==> src/core/acr_pkg.sv <==
// Package with register map, field layout and timing constants of the converter control block.
package acr_pkg;

    // ****************************************
    // Register map
    // ****************************************
    localparam logic [7:0] ADDR_PRESCALER = 8'hf2;
    localparam logic [7:0] ADDR_CONTROL = 8'hf3;
    localparam logic [7:0] ADDR_RESULT_LOW = 8'hf4;
    localparam logic [7:0] ADDR_RESULT_HIGH = 8'hf5;
    localparam logic [7:0] ADDR_IRQ_ENABLE = 8'hf6;
    localparam logic [7:0] RESET_BYTE = 8'h00;

    // ****************************************
    // Control field positions
    // ****************************************
    localparam int BIT_HALT = 6;
    localparam int BIT_POWER = 5;
    localparam int BIT_DONE = 4;
    localparam int BIT_START = 3;
    localparam int CH_MSB = 2;
    localparam int PRS_MSB = 4;

    // ****************************************
    // Timing
    // ****************************************
    localparam logic [7:0] DIV_X1_MULT = 8'h04;
    localparam logic [7:0] DIV_X2_MULT = 8'h02;
    localparam logic [7:0] DIV_X1_ZERO = 8'h80;
    localparam logic [7:0] DIV_X2_ZERO = 8'h40;
    localparam logic [3:0] CONV_PERIODS = 4'hb;
    localparam logic [3:0] BITS_START = 4'h9;

    typedef enum logic [2:0] {
        ACR_IDLE = 3'b001,
        ACR_SAMPLE = 3'b010,
        ACR_CONVERT = 3'b100
    } acr_state_e;

    typedef struct packed {
        logic [7:0] addr;
        logic [7:0] wdata;
        logic wr;
        logic rd;
    } acr_bus_s;

endpackage

==> src/core/acr_adc_control.sv <==
// Converter control registers, clock prescaler and successive conversion sequencer.
//
// Operation
// - When the precision halt bit is set, the CPU is held halted for the whole conversion.
// - The power-on bit powers the converter up when set and puts it in standby when clear.
// - Writing one to the start bit, with the power bit set in the same write, launches one conversion on the selected channel.
// - Hardware clears the start bit when the conversion completes.
// - Control bits 2-0 select the channel sampled by the next conversion.
// - In single-speed mode the converter clock is osc/(4*prs), or osc/128 for prs zero.
// - In double-speed mode the converter clock is osc/(2*prs), or osc/64 for prs zero.
// - The high result byte holds result bits 9-2 and resets to zero.
// - The low result byte holds result bits 1-0 in positions 1-0 and resets to zero.
// - The channel value n selects analog input n as a plain binary index.
// - Software clears the done flag; with the IRQ enable set a set flag requests an IRQ.
// - A conversion takes 11 converter clocks: one sample and ten bit periods.
`timescale 1ns/1ps

module acr_adc_control (
    // Clock and reset
    input wire logic sys_clk,
    input wire logic rst_n,
    // Register port
    input wire acr_pkg::acr_bus_s bus,
    output logic [7:0] rd_data,
    // Clock mode
    input wire logic double_speed_clocking,
    // Analog front end
    input wire logic cmp_in,
    output logic [7:0] channel_enable,
    output logic [9:0] dac_code,
    output logic sample_hold,
    output logic converter_power_on,
    // System
    output logic cpu_halt,
    output logic irq
);

    // ****************************************
    // Helpers
    // ****************************************
    function automatic logic [7:0] div_ratio(input logic [4:0] prs, input logic x2);
        logic [7:0] r;
        r = 8'h00;
        if (prs == 5'h00) begin
            r = x2 ? acr_pkg::DIV_X2_ZERO : acr_pkg::DIV_X1_ZERO;
        end else begin
            r = x2 ? 8'({3'h0, prs} * acr_pkg::DIV_X2_MULT)
                   : 8'({3'h0, prs} * acr_pkg::DIV_X1_MULT);
        end
        return r;
    endfunction

    // ****************************************
    // State
    // ****************************************
    logic cmp_meta_q, cmp_sync_q;
    logic [4:0] prs_q, prs_d;
    logic halt_q, halt_d, power_q, power_d, done_q, done_d, start_q, start_d;
    logic [2:0] chan_q, chan_d;
    logic ien_q, ien_d;
    logic [9:0] result_q, result_d, sar_q, sar_d;
    logic [7:0] rd_q, rd_d;
    logic [7:0] div_q, div_d;
    logic tick;
    logic [3:0] bit_q, bit_d;
    acr_pkg::acr_state_e state_q, state_d;
    logic wr_ctl;
    logic finish;
    logic [7:0] chan_en_q, chan_en_d;
    logic sample_q, sample_d, halt_out_q, halt_out_d, irq_q, irq_d;

    // The comparator is asynchronous to this clock and passes two flops first. At the shortest
    // divide the decision therefore lags the trial code and may be stale.
    always_ff @(posedge sys_clk or negedge rst_n) begin
        if (!rst_n) begin
            cmp_meta_q <= 1'b0;
            cmp_sync_q <= 1'b0;
        end else begin
            cmp_meta_q <= cmp_in;
            cmp_sync_q <= cmp_meta_q;
        end
    end

    // ****************************************
    // Prescaler
    // ****************************************
    always_comb begin
        tick = 1'b0;
        div_d = div_q + 8'h01;
        if (state_q == acr_pkg::ACR_IDLE) begin
            div_d = 8'h00;
        end else if (div_q >= div_ratio(prs_q, double_speed_clocking) - 8'h01) begin
            div_d = 8'h00;
            tick = 1'b1;
        end
    end

    // ****************************************
    // Registers and sequencer
    // ****************************************
    assign wr_ctl = bus.wr && bus.addr == acr_pkg::ADDR_CONTROL;

    always_comb begin
        prs_d = prs_q;
        halt_d = halt_q;
        power_d = power_q;
        done_d = done_q;
        start_d = start_q;
        chan_d = chan_q;
        ien_d = ien_q;
        result_d = result_q;
        sar_d = sar_q;
        bit_d = bit_q;
        state_d = state_q;
        finish = 1'b0;
        if (bus.wr && bus.addr == acr_pkg::ADDR_PRESCALER) begin
            prs_d = bus.wdata[acr_pkg::PRS_MSB:0];
        end
        if (bus.wr && bus.addr == acr_pkg::ADDR_IRQ_ENABLE) begin
            ien_d = bus.wdata[0];
        end
        // A zero at the flag position clears the done flag. A completion in the same cycle is
        // assigned further down and wins, so no finished result goes unflagged.
        if (wr_ctl) begin
            halt_d = bus.wdata[acr_pkg::BIT_HALT];
            power_d = bus.wdata[acr_pkg::BIT_POWER];
            chan_d = bus.wdata[acr_pkg::CH_MSB:0];
            if (!bus.wdata[acr_pkg::BIT_DONE]) begin
                done_d = 1'b0;
            end
        end
        unique case (state_q)
            acr_pkg::ACR_IDLE: begin
                if (wr_ctl && bus.wdata[acr_pkg::BIT_START] && bus.wdata[acr_pkg::BIT_POWER]) begin
                    start_d = 1'b1;
                    sar_d = 10'h000;
                    bit_d = acr_pkg::BITS_START;
                    state_d = acr_pkg::ACR_SAMPLE;
                end
            end
            acr_pkg::ACR_SAMPLE: begin
                if (tick) begin
                    sar_d = 10'h200;
                    state_d = acr_pkg::ACR_CONVERT;
                end
            end
            acr_pkg::ACR_CONVERT: begin
                if (tick) begin
                    if (!cmp_sync_q) begin
                        sar_d[bit_q] = 1'b0;
                    end
                    if (bit_q == 4'h0) begin
                        finish = 1'b1;
                        result_d = cmp_sync_q ? sar_q : (sar_q & ~10'h001);
                        done_d = 1'b1;
                        start_d = 1'b0;
                        state_d = acr_pkg::ACR_IDLE;
                    end else begin
                        sar_d[bit_q - 4'h1] = 1'b1;
                        bit_d = bit_q - 4'h1;
                    end
                end
            end
        endcase
        // Dropping the power bit abandons a running conversion: the busy bit clears and, unless the last
        // bit period ends in the first cycle with power low, the result registers keep their old contents.
        if (!power_q && state_q != acr_pkg::ACR_IDLE) begin
            start_d = 1'b0;
            state_d = acr_pkg::ACR_IDLE;
        end
    end

    always_comb begin
        rd_d = 8'h00;
        if (bus.rd) begin
            unique case (bus.addr)
                acr_pkg::ADDR_PRESCALER: rd_d = {3'h0, prs_q};
                acr_pkg::ADDR_CONTROL: rd_d = {1'b0, halt_q, power_q, done_q, start_q, chan_q};
                acr_pkg::ADDR_RESULT_LOW: rd_d = {6'h00, result_q[1:0]};
                acr_pkg::ADDR_RESULT_HIGH: rd_d = result_q[9:2];
                acr_pkg::ADDR_IRQ_ENABLE: rd_d = {7'h00, ien_q};
                default: rd_d = 8'h00;
            endcase
        end
    end

    always_ff @(posedge sys_clk or negedge rst_n) begin
        if (!rst_n) begin
            prs_q <= 5'h00;
            halt_q <= 1'b0;
            power_q <= 1'b0;
            done_q <= 1'b0;
            start_q <= 1'b0;
            chan_q <= 3'h0;
            ien_q <= 1'b0;
            result_q <= 10'h000;
            sar_q <= 10'h000;
            bit_q <= 4'h0;
            div_q <= 8'h00;
            rd_q <= acr_pkg::RESET_BYTE;
            state_q <= acr_pkg::ACR_IDLE;
        end else begin
            prs_q <= prs_d;
            halt_q <= halt_d;
            power_q <= power_d;
            done_q <= done_d;
            start_q <= start_d;
            chan_q <= chan_d;
            ien_q <= ien_d;
            result_q <= result_d;
            sar_q <= sar_d;
            bit_q <= bit_d;
            div_q <= div_d;
            rd_q <= rd_d;
            state_q <= state_d;
        end
    end

    // ****************************************
    // Outputs
    // ****************************************
    // Output flops load from the next-state values, so they change on the same edge as the
    // registers that they reflect.
    always_comb begin
        chan_en_d = 8'h01 << chan_d;
        sample_d = state_d == acr_pkg::ACR_SAMPLE;
        halt_out_d = halt_d && start_d;
        irq_d = done_d && ien_d;
    end

    always_ff @(posedge sys_clk or negedge rst_n) begin
        if (!rst_n) begin
            chan_en_q <= 8'h01;
            sample_q <= 1'b0;
            halt_out_q <= 1'b0;
            irq_q <= 1'b0;
        end else begin
            chan_en_q <= chan_en_d;
            sample_q <= sample_d;
            halt_out_q <= halt_out_d;
            irq_q <= irq_d;
        end
    end

    assign rd_data = rd_q;
    assign channel_enable = chan_en_q;
    assign dac_code = sar_q;
    assign sample_hold = sample_q;
    assign converter_power_on = power_q;
    assign cpu_halt = halt_out_q;
    assign irq = irq_q;

    // ****************************************
    // Checks
    // ****************************************
    AST_HALT: assert property (@(posedge sys_clk) disable iff (!rst_n)
        cpu_halt == (halt_q && state_q != acr_pkg::ACR_IDLE)) else $error("halt mismatch");
    AST_STANDBY: assert property (@(posedge sys_clk) disable iff (!rst_n)
        !power_q |=> state_q == acr_pkg::ACR_IDLE) else $error("converting in standby");
    AST_DONE_SET: assert property (@(posedge sys_clk) disable iff (!rst_n)
        finish |=> done_q && result_q == $past(result_d)) else $error("done not set");
    AST_START: assert property (@(posedge sys_clk) disable iff (!rst_n)
        state_q == acr_pkg::ACR_IDLE && wr_ctl && bus.wdata[acr_pkg::BIT_START]
        && bus.wdata[acr_pkg::BIT_POWER]
        |=> start_q && sample_hold) else $error("start ignored");
    AST_CLEAR: assert property (@(posedge sys_clk) disable iff (!rst_n)
        finish |=> !start_q) else $error("start not cleared");
    AST_CHANNEL: assert property (@(posedge sys_clk) disable iff (!rst_n)
        channel_enable[chan_q] && $onehot(channel_enable)) else $error("bad channel");
    AST_IRQ: assert property (@(posedge sys_clk) disable iff (!rst_n)
        $rose(done_q) && ien_q |-> irq) else $error("irq missing");
    AST_TIME: assert property (@(posedge sys_clk) disable iff (!rst_n)
        $rose(state_q == acr_pkg::ACR_CONVERT) && power_q && prs_q == 5'h01
        && !double_speed_clocking && !bus.wr |-> ##39 finish || !power_q) else $error("bad time");
    AST_HIGH: assert property (@(posedge sys_clk) disable iff (!rst_n)
        $past(bus.rd) && $past(bus.addr) == acr_pkg::ADDR_RESULT_HIGH
        |-> rd_data == $past(result_q[9:2])) else $error("high byte wrong");
    AST_LOW: assert property (@(posedge sys_clk) disable iff (!rst_n)
        $past(bus.rd) && $past(bus.addr) == acr_pkg::ADDR_RESULT_LOW
        |-> rd_data == {6'h00, $past(result_q[1:0])}) else $error("low byte wrong");
    AST_DIV_X1: assert property (@(posedge sys_clk) disable iff (!rst_n)
        tick && !double_speed_clocking && prs_q == 5'h02 |-> div_q == 8'h07)
        else $error("single-speed divide wrong");
    AST_DIV_X1_ZERO: assert property (@(posedge sys_clk) disable iff (!rst_n)
        tick && !double_speed_clocking && prs_q == 5'h00 |-> div_q == 8'h7f)
        else $error("single-speed zero divide wrong");
    AST_DIV_X2: assert property (@(posedge sys_clk) disable iff (!rst_n)
        tick && double_speed_clocking && prs_q == 5'h03 |-> div_q == 8'h05)
        else $error("double-speed divide wrong");
    AST_DIV_X2_ZERO: assert property (@(posedge sys_clk) disable iff (!rst_n)
        tick && double_speed_clocking && prs_q == 5'h00 |-> div_q == 8'h3f)
        else $error("double-speed zero divide wrong");
    AST_DONE_HOLD: assert property (@(posedge sys_clk) disable iff (!rst_n)
        done_q && !(wr_ctl && !bus.wdata[acr_pkg::BIT_DONE]) |=> done_q)
        else $error("done flag lost");
    AST_RESULT_HOLD: assert property (@(posedge sys_clk) disable iff (!rst_n)
        !finish |=> $stable(result_q)) else $error("result changed outside completion");
    AST_SAMPLE: assert property (@(posedge sys_clk) disable iff (!rst_n)
        sample_hold && tick |=> !sample_hold && dac_code == 10'h200)
        else $error("sample period wrong");
    AST_ABORT: assert property (@(posedge sys_clk) disable iff (!rst_n)
        !power_q && state_q != acr_pkg::ACR_IDLE |=> !start_q && !cpu_halt)
        else $error("standby did not abort");
    AST_NO_START: assert property (@(posedge sys_clk) disable iff (!rst_n)
        state_q == acr_pkg::ACR_IDLE && wr_ctl && !bus.wdata[acr_pkg::BIT_POWER]
        |=> !start_q) else $error("start accepted without power");
endmodule // acr_adc_control

==> config.mk <==
export PLATFORM = sky130hd
export DESIGN_NAME = acr_adc_control
export DESIGN_NICKNAME = d
export VERILOG_FILES = /design/src/core/acr_pkg.sv /design/src/core/acr_adc_control.sv
export SDC_FILE = /design/constraint.sdc
export NUM_CORES = 1
export LEC_CHECK = 0
export BUFFER_PORTS_ARGS = -buffer_cell sky130_fd_sc_hd__buf_2
export CORE_ASPECT_RATIO = 0.9
export CORE_UTILIZATION = 46
export DETAILED_ROUTE_END_ITERATION = 10
export GPL_ROUTABILITY_DRIVEN = 1
export GPL_TIMING_DRIVEN = 1
export PLACE_DENSITY = 0.69
export SYNTH_ARGS = -nofsm -noshare
export SYNTH_HDL_FRONTEND = slang
export SYNTH_SLANG_ARGS = --single-unit
export TNS_END_PERCENT = 10
==> constraint.sdc <==
create_clock -name sys_clk -period 4.7 [get_ports sys_clk]
set_input_delay 0 -clock sys_clk [delete_from_list [all_inputs] [get_ports sys_clk]]
set_output_delay 0 -clock sys_clk [all_outputs]
set_load 0.01 [all_outputs]
==> impl_metrics.yaml, run 1 <==
route:
  drc: 0
  drt_iter0_drc: 259
  routed_wl_um: 8130
  ant_nets: 0
  dr.pass1.iters: 4
  viasPerCell: 5.65
  vias: 2929
  wire_per_inst_um: 15.7
clocking:
  cts.sinks: 69
  clk_latency_ns: 0.34
  cts.clk_slew.worst_paths_ns: 0.08
  cts_buffer_depth: 2
  cts_tree: "built"
  post-cts-setup-buffers: 0
  cts_root_buffer: "clkbuf_8"
  cts_resized: 0
  holdBufCountCts: 9
  cts_buffers: 9
  htreeDepth: 3
grt:
  grt_pass1_wl_um: 13600
  antenna_found_initial: 0
  grt_pass1_vias: 2804
  grt_use_total_pct: 21.6
  gr-total-overflow: 0
  grt_max_degree: 70
critical_path:
  crit-reg2reg-launch: "prs_q[0]$_DFFE_PN0P_"
  crit_type: "register to register"
  arrival_ns: 3.68
  cp.required_ns: 4.93
  crit_fanout: 15
  r2r_setup_slack_ns: 1.25
  rr_endpoint: "result_q[4]$_DFFE_PN0P_"
  endpoint_kind: "register"
  reg2reg_depth: 12
  critPathLaunchType: "register"
pwr:
  p_leak_uw: 0.00201
  ir_drop_uv: 165
  cellPowerDensity_mw_per_mm2: 279
synth:
  synthCells: 361
  synth-edff-count: 0
  ys_async_sr_fraction_pct: 100
  synthFlopType: "dfrtp_1"
  syn_nets: 397
  synthesis.yosys.warnings: 0
  synth.avg_cell_area_um2: 9.96
  synth-seq-cells: 69
  synth.distinct_cells: 57
  synth_area_mm2: 0.00360
  synth.yosys.seq_area_share_pct: 48.1
placement:
  port_buffers: 50
  finalWeightedCongestion: 0.870
  place_ws_ns: 1.27
  placed_cells: 493
  post_dp_cell_area_mm2: 0.00390
  dp_hpwl_um: 5780
timing:
  fin_tns_setup_ns: 0
  worst_clock_skew_ns: 0.00732
  hold_violations: 0
  final_max_slew_viol_count: 0
  tightest_slew_ns: 0.867
  timing.fmax_mhz: 290
  fin_crit_ns: 3.45
  setup_ws_ns: 1.25
  grt_setup_unrepaired: "false"
  relSlewSlack_pct: 41.8
  fin_crit_sh_pct: 73.3
  setup_viol: 0
min_path:
  hp-start: "bus[1]"
  hold_end: "prs_q[0]$_DFFE_PN0P_"
  min_path_type: "primary input to register"
  min_path_cells: 3
cells_and_area:
  drive_gt1_share_pct: 24.2
  diodes: 0
  final_common_cell: "dfrtp_1"
  area_delta_synth_final_pct: 15.9
  layout_common_cells: "67 x dfrtp_1, 50 x buf_2, 40 x nor2_1, 30 x nand2_1, 22 x mux2_2"
  stdcell_count: 518
  final_nets: 453
  design_area_mm2: 0.00417
floorplan:
  core_mm2: 0.00754
  dieWidth_um: 95.2
  rows: 30
  ios: 52
  fp.dieH_um: 85.9
  dieArea_mm2: 0.00818
  start_util_pct: 47.7
status:
  status: "complete, no violations"
run:
  max_cap_violations: 0
-- final cells by class --
type | instances | area (µm²)
clock buffer | 10 | 128
clock inverter | 6 | 47.5
fill | 674 | 3380
inverter | 17 | 63.8
multi-input combinational | 260 | 1730
sequential | 69 | 1730
tap | 96 | 120
timing repair buffer | 60 | 348
-- metal layers --
| metal | vias up | GRT usage [%] | routed length (µm) |
|---|---|---|---|
| met1 | 1415 | 31.1 | 3870 |
| met4 | 0 | 8.13 | 119 |
| met2 | 103 | 31.7 | 3700 |
| met5 | - | 0 | 0 |
| li1 | 1397 | - | - |
| met3 | 14 | 4.61 | 444 |
-- cell families after synthesis --
family	after synthesis	share of synthesized area (%)
adders and majority gates	14	4.87
buffers and inverters	32	3.79
muxes	28	8.56
and+or+nand+nor	130	18.5
xor gates and xnor gates	8	1.95
DFF	69	48.1
AOI/OAI and AO/OA	80	14.3
-- where the power goes --
part	internal (µW)	total (µW)	leakage, µW	switching, µW
registers	608	627	0.000933	19.0
logic	40.5	99.6	0.00100	59.0
clock network	195	437	0.0000755	242
-- registers in the layout (all words and copies together), names as in the netlist, 3 cells and up --
signal / count
div_q: 8
chan_q: 3
channel_enable: 8
prs_q: 5
bit_q: 4
rd_data: 8
state_q: 3
dac_code: 10
result_q: 10
-- stage by stage --
stage	hold slack [ns]	total power, µW	util, %
4_1_cts	0.0625	1180	55.2
3_5_place_dp	0.110	733	51.7
2_1_floorplan	-0.296	686	-
3_3_place_gp	0.109	729	51.7
5_1_grt	0.0960	1210	55.2
6_report	0.0759	1160	55.2
-- critical path: stages (launching register included) --
cell and delay [ns]:
dfrtp_1 0.50, mux2i_1 0.12, ha_1 0.28, nor3_1 0.16, a21oi_1 0.05, o21ai_0 0.16, nand3b_1 0.09, ha_1 0.29
nand2_1 0.07, o21ai_1 0.41, a21oi_4 0.14, nor3_4 0.64, mux2_2 0.41
-- how the worst max path moves through the flow --
stage,start,endpoint,slack (ns),cells past startpoint
finish,prs_q[0]$_DFFE_PN0P_,result_q[4]$_DFFE_PN0P_,1.25,12
global route,prs_q[0]$_DFFE_PN0P_,result_q[6]$_DFFE_PN0P_,0.97,12
CTS,prs_q[0]$_DFFE_PN0P_,result_q[1]$_DFFE_PN0P_,1.26,12
detailed placement,prs_q[0]$_DFFE_PN0P_,result_q[4]$_DFFE_PN0P_,1.27,12
global placement,prs_q[0]$_DFFE_PN0P_,result_q[9]$_DFFE_PN0P_,1.37,12
floorplan,prs_q[0]$_DFFE_PN0P_,result_q[3]$_DFFE_PN0P_,1.72,14
-- synth_stat cells (all sizes together), types with 8 or more instances --
library cell	count	area share [%]
a31oi	11	1.9
clkbuf	8	0.83
mux2	22	6.9
nor3	13	2.4
inv	17	1.8
a21oi	22	3.4
nor2	40	4.2
o21ai	22	3.2
dfrtp	67	47
ha	14	4.9
nand2	30	3.1
nand3	13	1.8
Power figures use the tool's default switching activity.
==> run 2, diff against run 1 <==
==> constraint.sdc (replaced) <==
create_clock -name sys_clk -period 3.2 [get_ports sys_clk]
set_input_delay 0 -clock sys_clk [delete_from_list [all_inputs] [get_ports sys_clk]]
set_output_delay 0 -clock sys_clk [all_outputs]
set_load 0.01 [all_outputs]
==> run 2 against run 1 <==
Compared with the run above: clock power grew 51%; routed wire length rose by 0.95%; first-iteration DRC count is 45% lower; sequential power increased by 46%; register-to-register slack worse by 0.99 ns; total power up 49%; combinational power up 52%; final cell count rose by 1.4%; largest power group unchanged; sequential cell count unchanged; clock skew increased by 0.0019 ns.
==> impl_metrics.yaml, run 2 (same netlist as run 1, synthesis figures left out) <==
status:
  status: "complete, no violations"
pwr:
  pwr-share-comb_pct: 8.7
  p_clk_share_pct: 38.3
  cellPowerDensity_mw_per_mm2: 409
  p_leak_uw: 0.00206
  sw_frac_of_total_pct: 27.2
  ir_drop_uv: 269
  p_switching_uw: 470
  intPower_uw: 1260
  power_frac_seq_pct: 53.0
  power_uw: 1730
placement:
  dp_hpwl_um: 5880
  port_buffers: 50
  finalWeightedCongestion: 0.889
critical_path:
  critPathLaunch: "prs_q[1]$_DFFE_PN0P_"
  worst_path_max_delay_cell: "nor3_4"
  crit_fanout: 9
  cp_num_buf_inv: 1
  rr_endpoint: "dac_code[4]$_DFFE_PN0P_"
  reg2reg_depth: 14
  crit_type: "register to register"
  r2r_setup_slack_ns: 0.26
  critPathLaunchType: "register"
  endpoint: "dac_code[4]$_DFFE_PN0P_"
  path_cells: "mux2i_1, ha_1, nor3_1, a21oi_1, o21ai_0, nand3b_1, ha_1, nand2_1, o21ai_1, buf_4, a211oi_2, nor3_4, nand2_1, a32o_1"
  arrival_ns: 3.19
  endpoint_kind: "register"
  cp.required_ns: 3.45
  crit-reg2reg-launch: "prs_q[1]$_DFFE_PN0P_"
  crit_family: "simple AND/OR/NAND/NOR gates"
  cpPeakStageDelay_ns: 0.38
  crit_cells: 14
clocking:
  post-cts-setup-buffers: 0
  clk_latency_ns: 0.36
  cts.clk_slew.worst_paths_ns: 0.08
  cts.sinks: 69
  holdBufCountCts: 9
  cts_buffer_depth: 2
  cts_buffers: 9
  cts_root_buffer: "clkbuf_8"
  cts_resized: 0
  htreeDepth: 3
  cts_tree: "built"
grt:
  grt_pass1_vias: 2788
  grt_max_degree: 46
  antenna_found_initial: 0
  grt_use_total_pct: 22.0
  grt_pass1_wl_um: 13500
  gr-total-overflow: 0
timing:
  final_max_slew_viol_count: 0
  tightest_slew_ns: 0.770
  fin_crit_ns: 2.94
  relSlewSlack_pct: 48.3
  hold_violations: 0
  fin_crit_sh_pct: 91.8
  grt_setup_unrepaired: "false"
  worst_clock_skew_ns: 0.00923
  timing.fmax_mhz: 340
  fin_tns_setup_ns: 0
  setup_viol: 0
floorplan:
  rows: 30
  dieArea_mm2: 0.00818
  fp.dieH_um: 85.9
  dieWidth_um: 95.2
  start_util_pct: 47.7
  ios: 52
  core_mm2: 0.00754
route:
  wire_per_inst_um: 15.6
  drt_iter0_drc: 142
  ant_nets: 0
  top_layer: "met4"
  drc: 0
  met3_length_um: 484
  viasPerCell: 5.52
  vias: 2898
  wl_met2_um: 3770
  routed_wl_um: 8210
  dr.pass1.iters: 4
  drt-met1-wl_um: 3880
cells_and_area:
  layout_common_cells: "67 x dfrtp_1, 50 x buf_2, 40 x nor2_1, 30 x nand2_1, 22 x mux2_2"
  multiInputGateArea_mm2: 0.00173
  regArea_mm2: 0.00173
  drive_gt1_share_pct: 25.6
  diodes: 0
  n_fill_cell: 684
  final_common_cell: "dfrtp_1"
  area_delta_synth_final_pct: 17.5
  final_nets: 460
run:
  max_cap_violations: 0
min_path:
  min_path_type: "primary input to register"
==> run 2: worst min path at each step <==
stage                  from              endpoint  slack, ns  cells after the start
floorplan             rst_n  bit_q[0]$_DFFE_PN0P_      -0.30                      0
global placement      rst_n    div_q[5]$_DFF_PN0_       0.01                      1
detailed placement    rst_n    div_q[7]$_DFF_PN0_       0.02                      1
CTS                 bus[11]  rd_data[1]$_DFF_PN0_       0.06                      4
global route        bus[11]  rd_data[1]$_DFF_PN0_       0.10                      4
finish              bus[11]  rd_data[1]$_DFF_PN0_       0.07                      4
==> run 2: through the flow <==
stage / setup WS (ns) / cells / cell area, µm² / hold WS [ns] / utilization, %
global route: 0.0268 / 525 / 4230 / 0.100 / 56.0
detailed placement: 0.291 / 500 / 3960 / 0.0217 / 52.4
finish: 0.262 / 525 / 4230 / 0.0715 / 56.0
CTS: 0.271 / 525 / 4230 / 0.0560 / 56.0
floorplan: 0.219 / 361 / 3600 / -0.296 / -
global placement: 0.341 / 500 / 3960 / 0.0140 / 52.4
==> run 2: cell type report <==
type | instances | area share [%]
sequential | 69 | 40.9
clock buffer | 10 | 3.26
clock inverter | 6 | 1.07
multi-input combinational | 260 | 41.0
timing repair buffer | 67 | 9.47
tap | 96 | 2.84
inverter | 17 | 1.51
==> run 2: power groups by stage <==
stage	combinational, µW	sequential, µW	clock, µW
finish	151	917	662
global route	172	921	718
CTS	152	917	676
detailed placement	144	934	0
global placement	140	934	0
floorplan	78.4	929	0
==> run 2: worst reg2reg max path: cells and delay by family (launching register included) <==
family                   cells  cell delay, ns
buffers and inverters        1            0.20
multiplexers                 1            0.08
flip-flops                   1            0.36
AND/OR/NAND/NOR              5            0.81
AO/OA/AOI/OAI                5            0.81
adder cells (fa/ha/maj)      2            0.57
==> run 2: layer usage <==
metal | vias up | global-route usage [%]
li1 | 1406 | -
met1 | 1411 | 30.2
met2 | 74 | 33.2
met3 | 7 | 7.36
met4 | 0 | 5.79
met5 | - | 0
==> run 3, diff against run 2 <==
--- a/config.mk
+++ b/config.mk
@@ -11,7 +11,7 @@
 export DETAILED_ROUTE_END_ITERATION = 10
 export GPL_ROUTABILITY_DRIVEN = 1
 export GPL_TIMING_DRIVEN = 1
-export PLACE_DENSITY = 0.69
+export PLACE_DENSITY = 0.66
 export SYNTH_ARGS = -nofsm -noshare
 export SYNTH_HDL_FRONTEND = slang
 export SYNTH_SLANG_ARGS = --single-unit
==> run 3 against run 2 <==
Compared with the run above: count of clock-buffer cells in the layout did not move; highest routed layer unchanged; combinational power grew 3%; clock power increased by 13%; maximum frequency grew 0.14%; die area stayed put.
==> impl_metrics.yaml, run 3 (same netlist as run 1, synthesis figures left out) <==
status:
  status: "complete, no violations"
clocking:
  cts_root_buffer: "clkbuf_8"
  cts.sinks: 69
  cts.clk_slew.worst_paths_ns: 0.08
  htreeDepth: 3
  clk_latency_ns: 0.35
  cts_tree: "built"
  cts_buffers: 9
  cts_buffer_depth: 2
critical_path:
  endpoint_kind: "register"
  arrival_ns: 3.22
  critPathLaunchType: "register"
  r2r_setup_slack_ns: 0.27
  crit_type: "register to register"
  critPathLaunch: "prs_q[1]$_DFFE_PN0P_"
  crit-reg2reg-launch: "prs_q[1]$_DFFE_PN0P_"
  cp.required_ns: 3.49
  crit_fanout: 15
floorplan:
  start_util_pct: 47.7
  fp.dieH_um: 85.9
  dieArea_mm2: 0.00818
  rows: 30
  ios: 52
  dieWidth_um: 95.2
  core_mm2: 0.00754
cells_and_area:
  final_common_cell: "dfrtp_1"
  area_delta_synth_final_pct: 19.9
  diodes: 0
  regArea_mm2: 0.00173
  final_nets: 462
  multiInputGateArea_mm2: 0.00178
  drive_gt1_share_pct: 27.4
  n_fill_cell: 675
  layout_common_cells: "66 x dfrtp_1, 50 x buf_2, 39 x nor2_1, 30 x nand2_1, 22 x mux2_2"
timing:
  grt_setup_unrepaired: "false"
  setup_viol: 0
  worst_clock_skew_ns: 0.00400
  hold_violations: 0
  relSlewSlack_pct: 48.9
  timing.fmax_mhz: 341
  fin_tns_setup_ns: 0
  fin_crit_ns: 2.93
  fin_crit_sh_pct: 91.7
  tightest_slew_ns: 0.761
  final_max_slew_viol_count: 0
run:
  max_cap_violations: 0
route:
  drt_iter0_drc: 155
  viasPerCell: 5.64
  dr.pass1.iters: 5
  routed_wl_um: 8440
  ant_nets: 0
  drc: 0
  wire_per_inst_um: 16.0
  vias: 2973
pwr:
  power_uw: 1820
  p_leak_uw: 0.00207
  ir_drop_uv: 396
  cellPowerDensity_mw_per_mm2: 423
grt:
  gr-total-overflow: 0
  grt_max_degree: 31
  grt_pass1_wl_um: 13600
  grt_use_total_pct: 22.1
  grt_pass1_vias: 2777
  antenna_found_initial: 0
placement:
  port_buffers: 50
  finalWeightedCongestion: 0.839
  dp_hpwl_um: 5920
min_path:
  min_path_type: "primary input to register"
  hp-start: "bus[1]"
==> run 3: cell types whose count changed in the layout (fill, tap and decap cells not counted), sizes merged <==
cell and delta:
clkinv -1, nor3 +1, buf +1, bufinv +1
==> run 3: final timing paths <==
path                                         end  cells after the start
max                        sample_hold$_DFF_PN0_                     13
min                         prs_q[0]$_DFFE_PN0P_                      3
max reg2reg                sample_hold$_DFF_PN0_                     13
min reg2reg                 cmp_sync_q$_DFF_PN0_                      0
max in group asynchronous   state_q[0]$_DFF_PN1_                      3
min in group asynchronous     div_q[4]$_DFF_PN0_                      2
==> run 3: power breakdown <==
group | switching (µW) | internal, µW | leakage, µW
clock network | 360 | 386 | 0.0000955
registers | 27.1 | 893 | 0.000931
logic | 93.5 | 62.9 | 0.00105
==> run 3: metrics by stage <==
stage / hold slack [ns] / instance area (µm²) / worst slack, ns / util (%) / instances
after floorplan: -0.296 / 3600 / 0.219 / - / 361
after global placement: 0.0740 / 3950 / 0.238 / 52.3 / 499
after detailed placement: 0.0943 / 3950 / 0.181 / 52.3 / 499
after CTS: 0.0561 / 4250 / 0.151 / 56.3 / 524
after global routing: 0.0624 / 4310 / 0.0282 / 57.1 / 527
final: 0.0689 / 4310 / 0.266 / 57.1 / 527
==> run 3: area by class of cell <==
cell class / count / share of cell area [%]
clock inverter: 6 / 1.63
clock buffer: 10 / 3.19
inverter: 17 / 1.48
timing repair buffer: 68 / 9.55
multi-input combinational: 261 / 41.2
tap: 96 / 2.79
sequential: 69 / 40.1
==> run 3: worst max-delay path, stage by stage, from the launching register on <==
cell	delay, ns
dfrtp_2	0.46
mux2i_1	0.15
ha_1	0.31
nor2b_1	0.17
o22ai_1	0.10
a31oi_1	0.17
ha_1	0.27
a21oi_1	0.17
o21ai_2	0.12
a21oi_4	0.27
nor3_4	0.08
buf_6	0.18
a211oi_1	0.22
and3_1	0.21
==> run 3: routing by layer <==
layer  track usage, %  part of all wire (%)
met5                0                     0
met1             30.6                    47
met3             6.29                   6.0
met2             33.8                    46
met4             6.47                   1.0
==> run 3: what timing repair did <==
action / 4_1_cts / 5_1_grt
hold buffers: 9 / 0
setup buffers: 0 / 2
resized for setup: 0 / 9
setup endpoints to repair: 0 / 25
endpoints found under the hold margin: 44 / 0
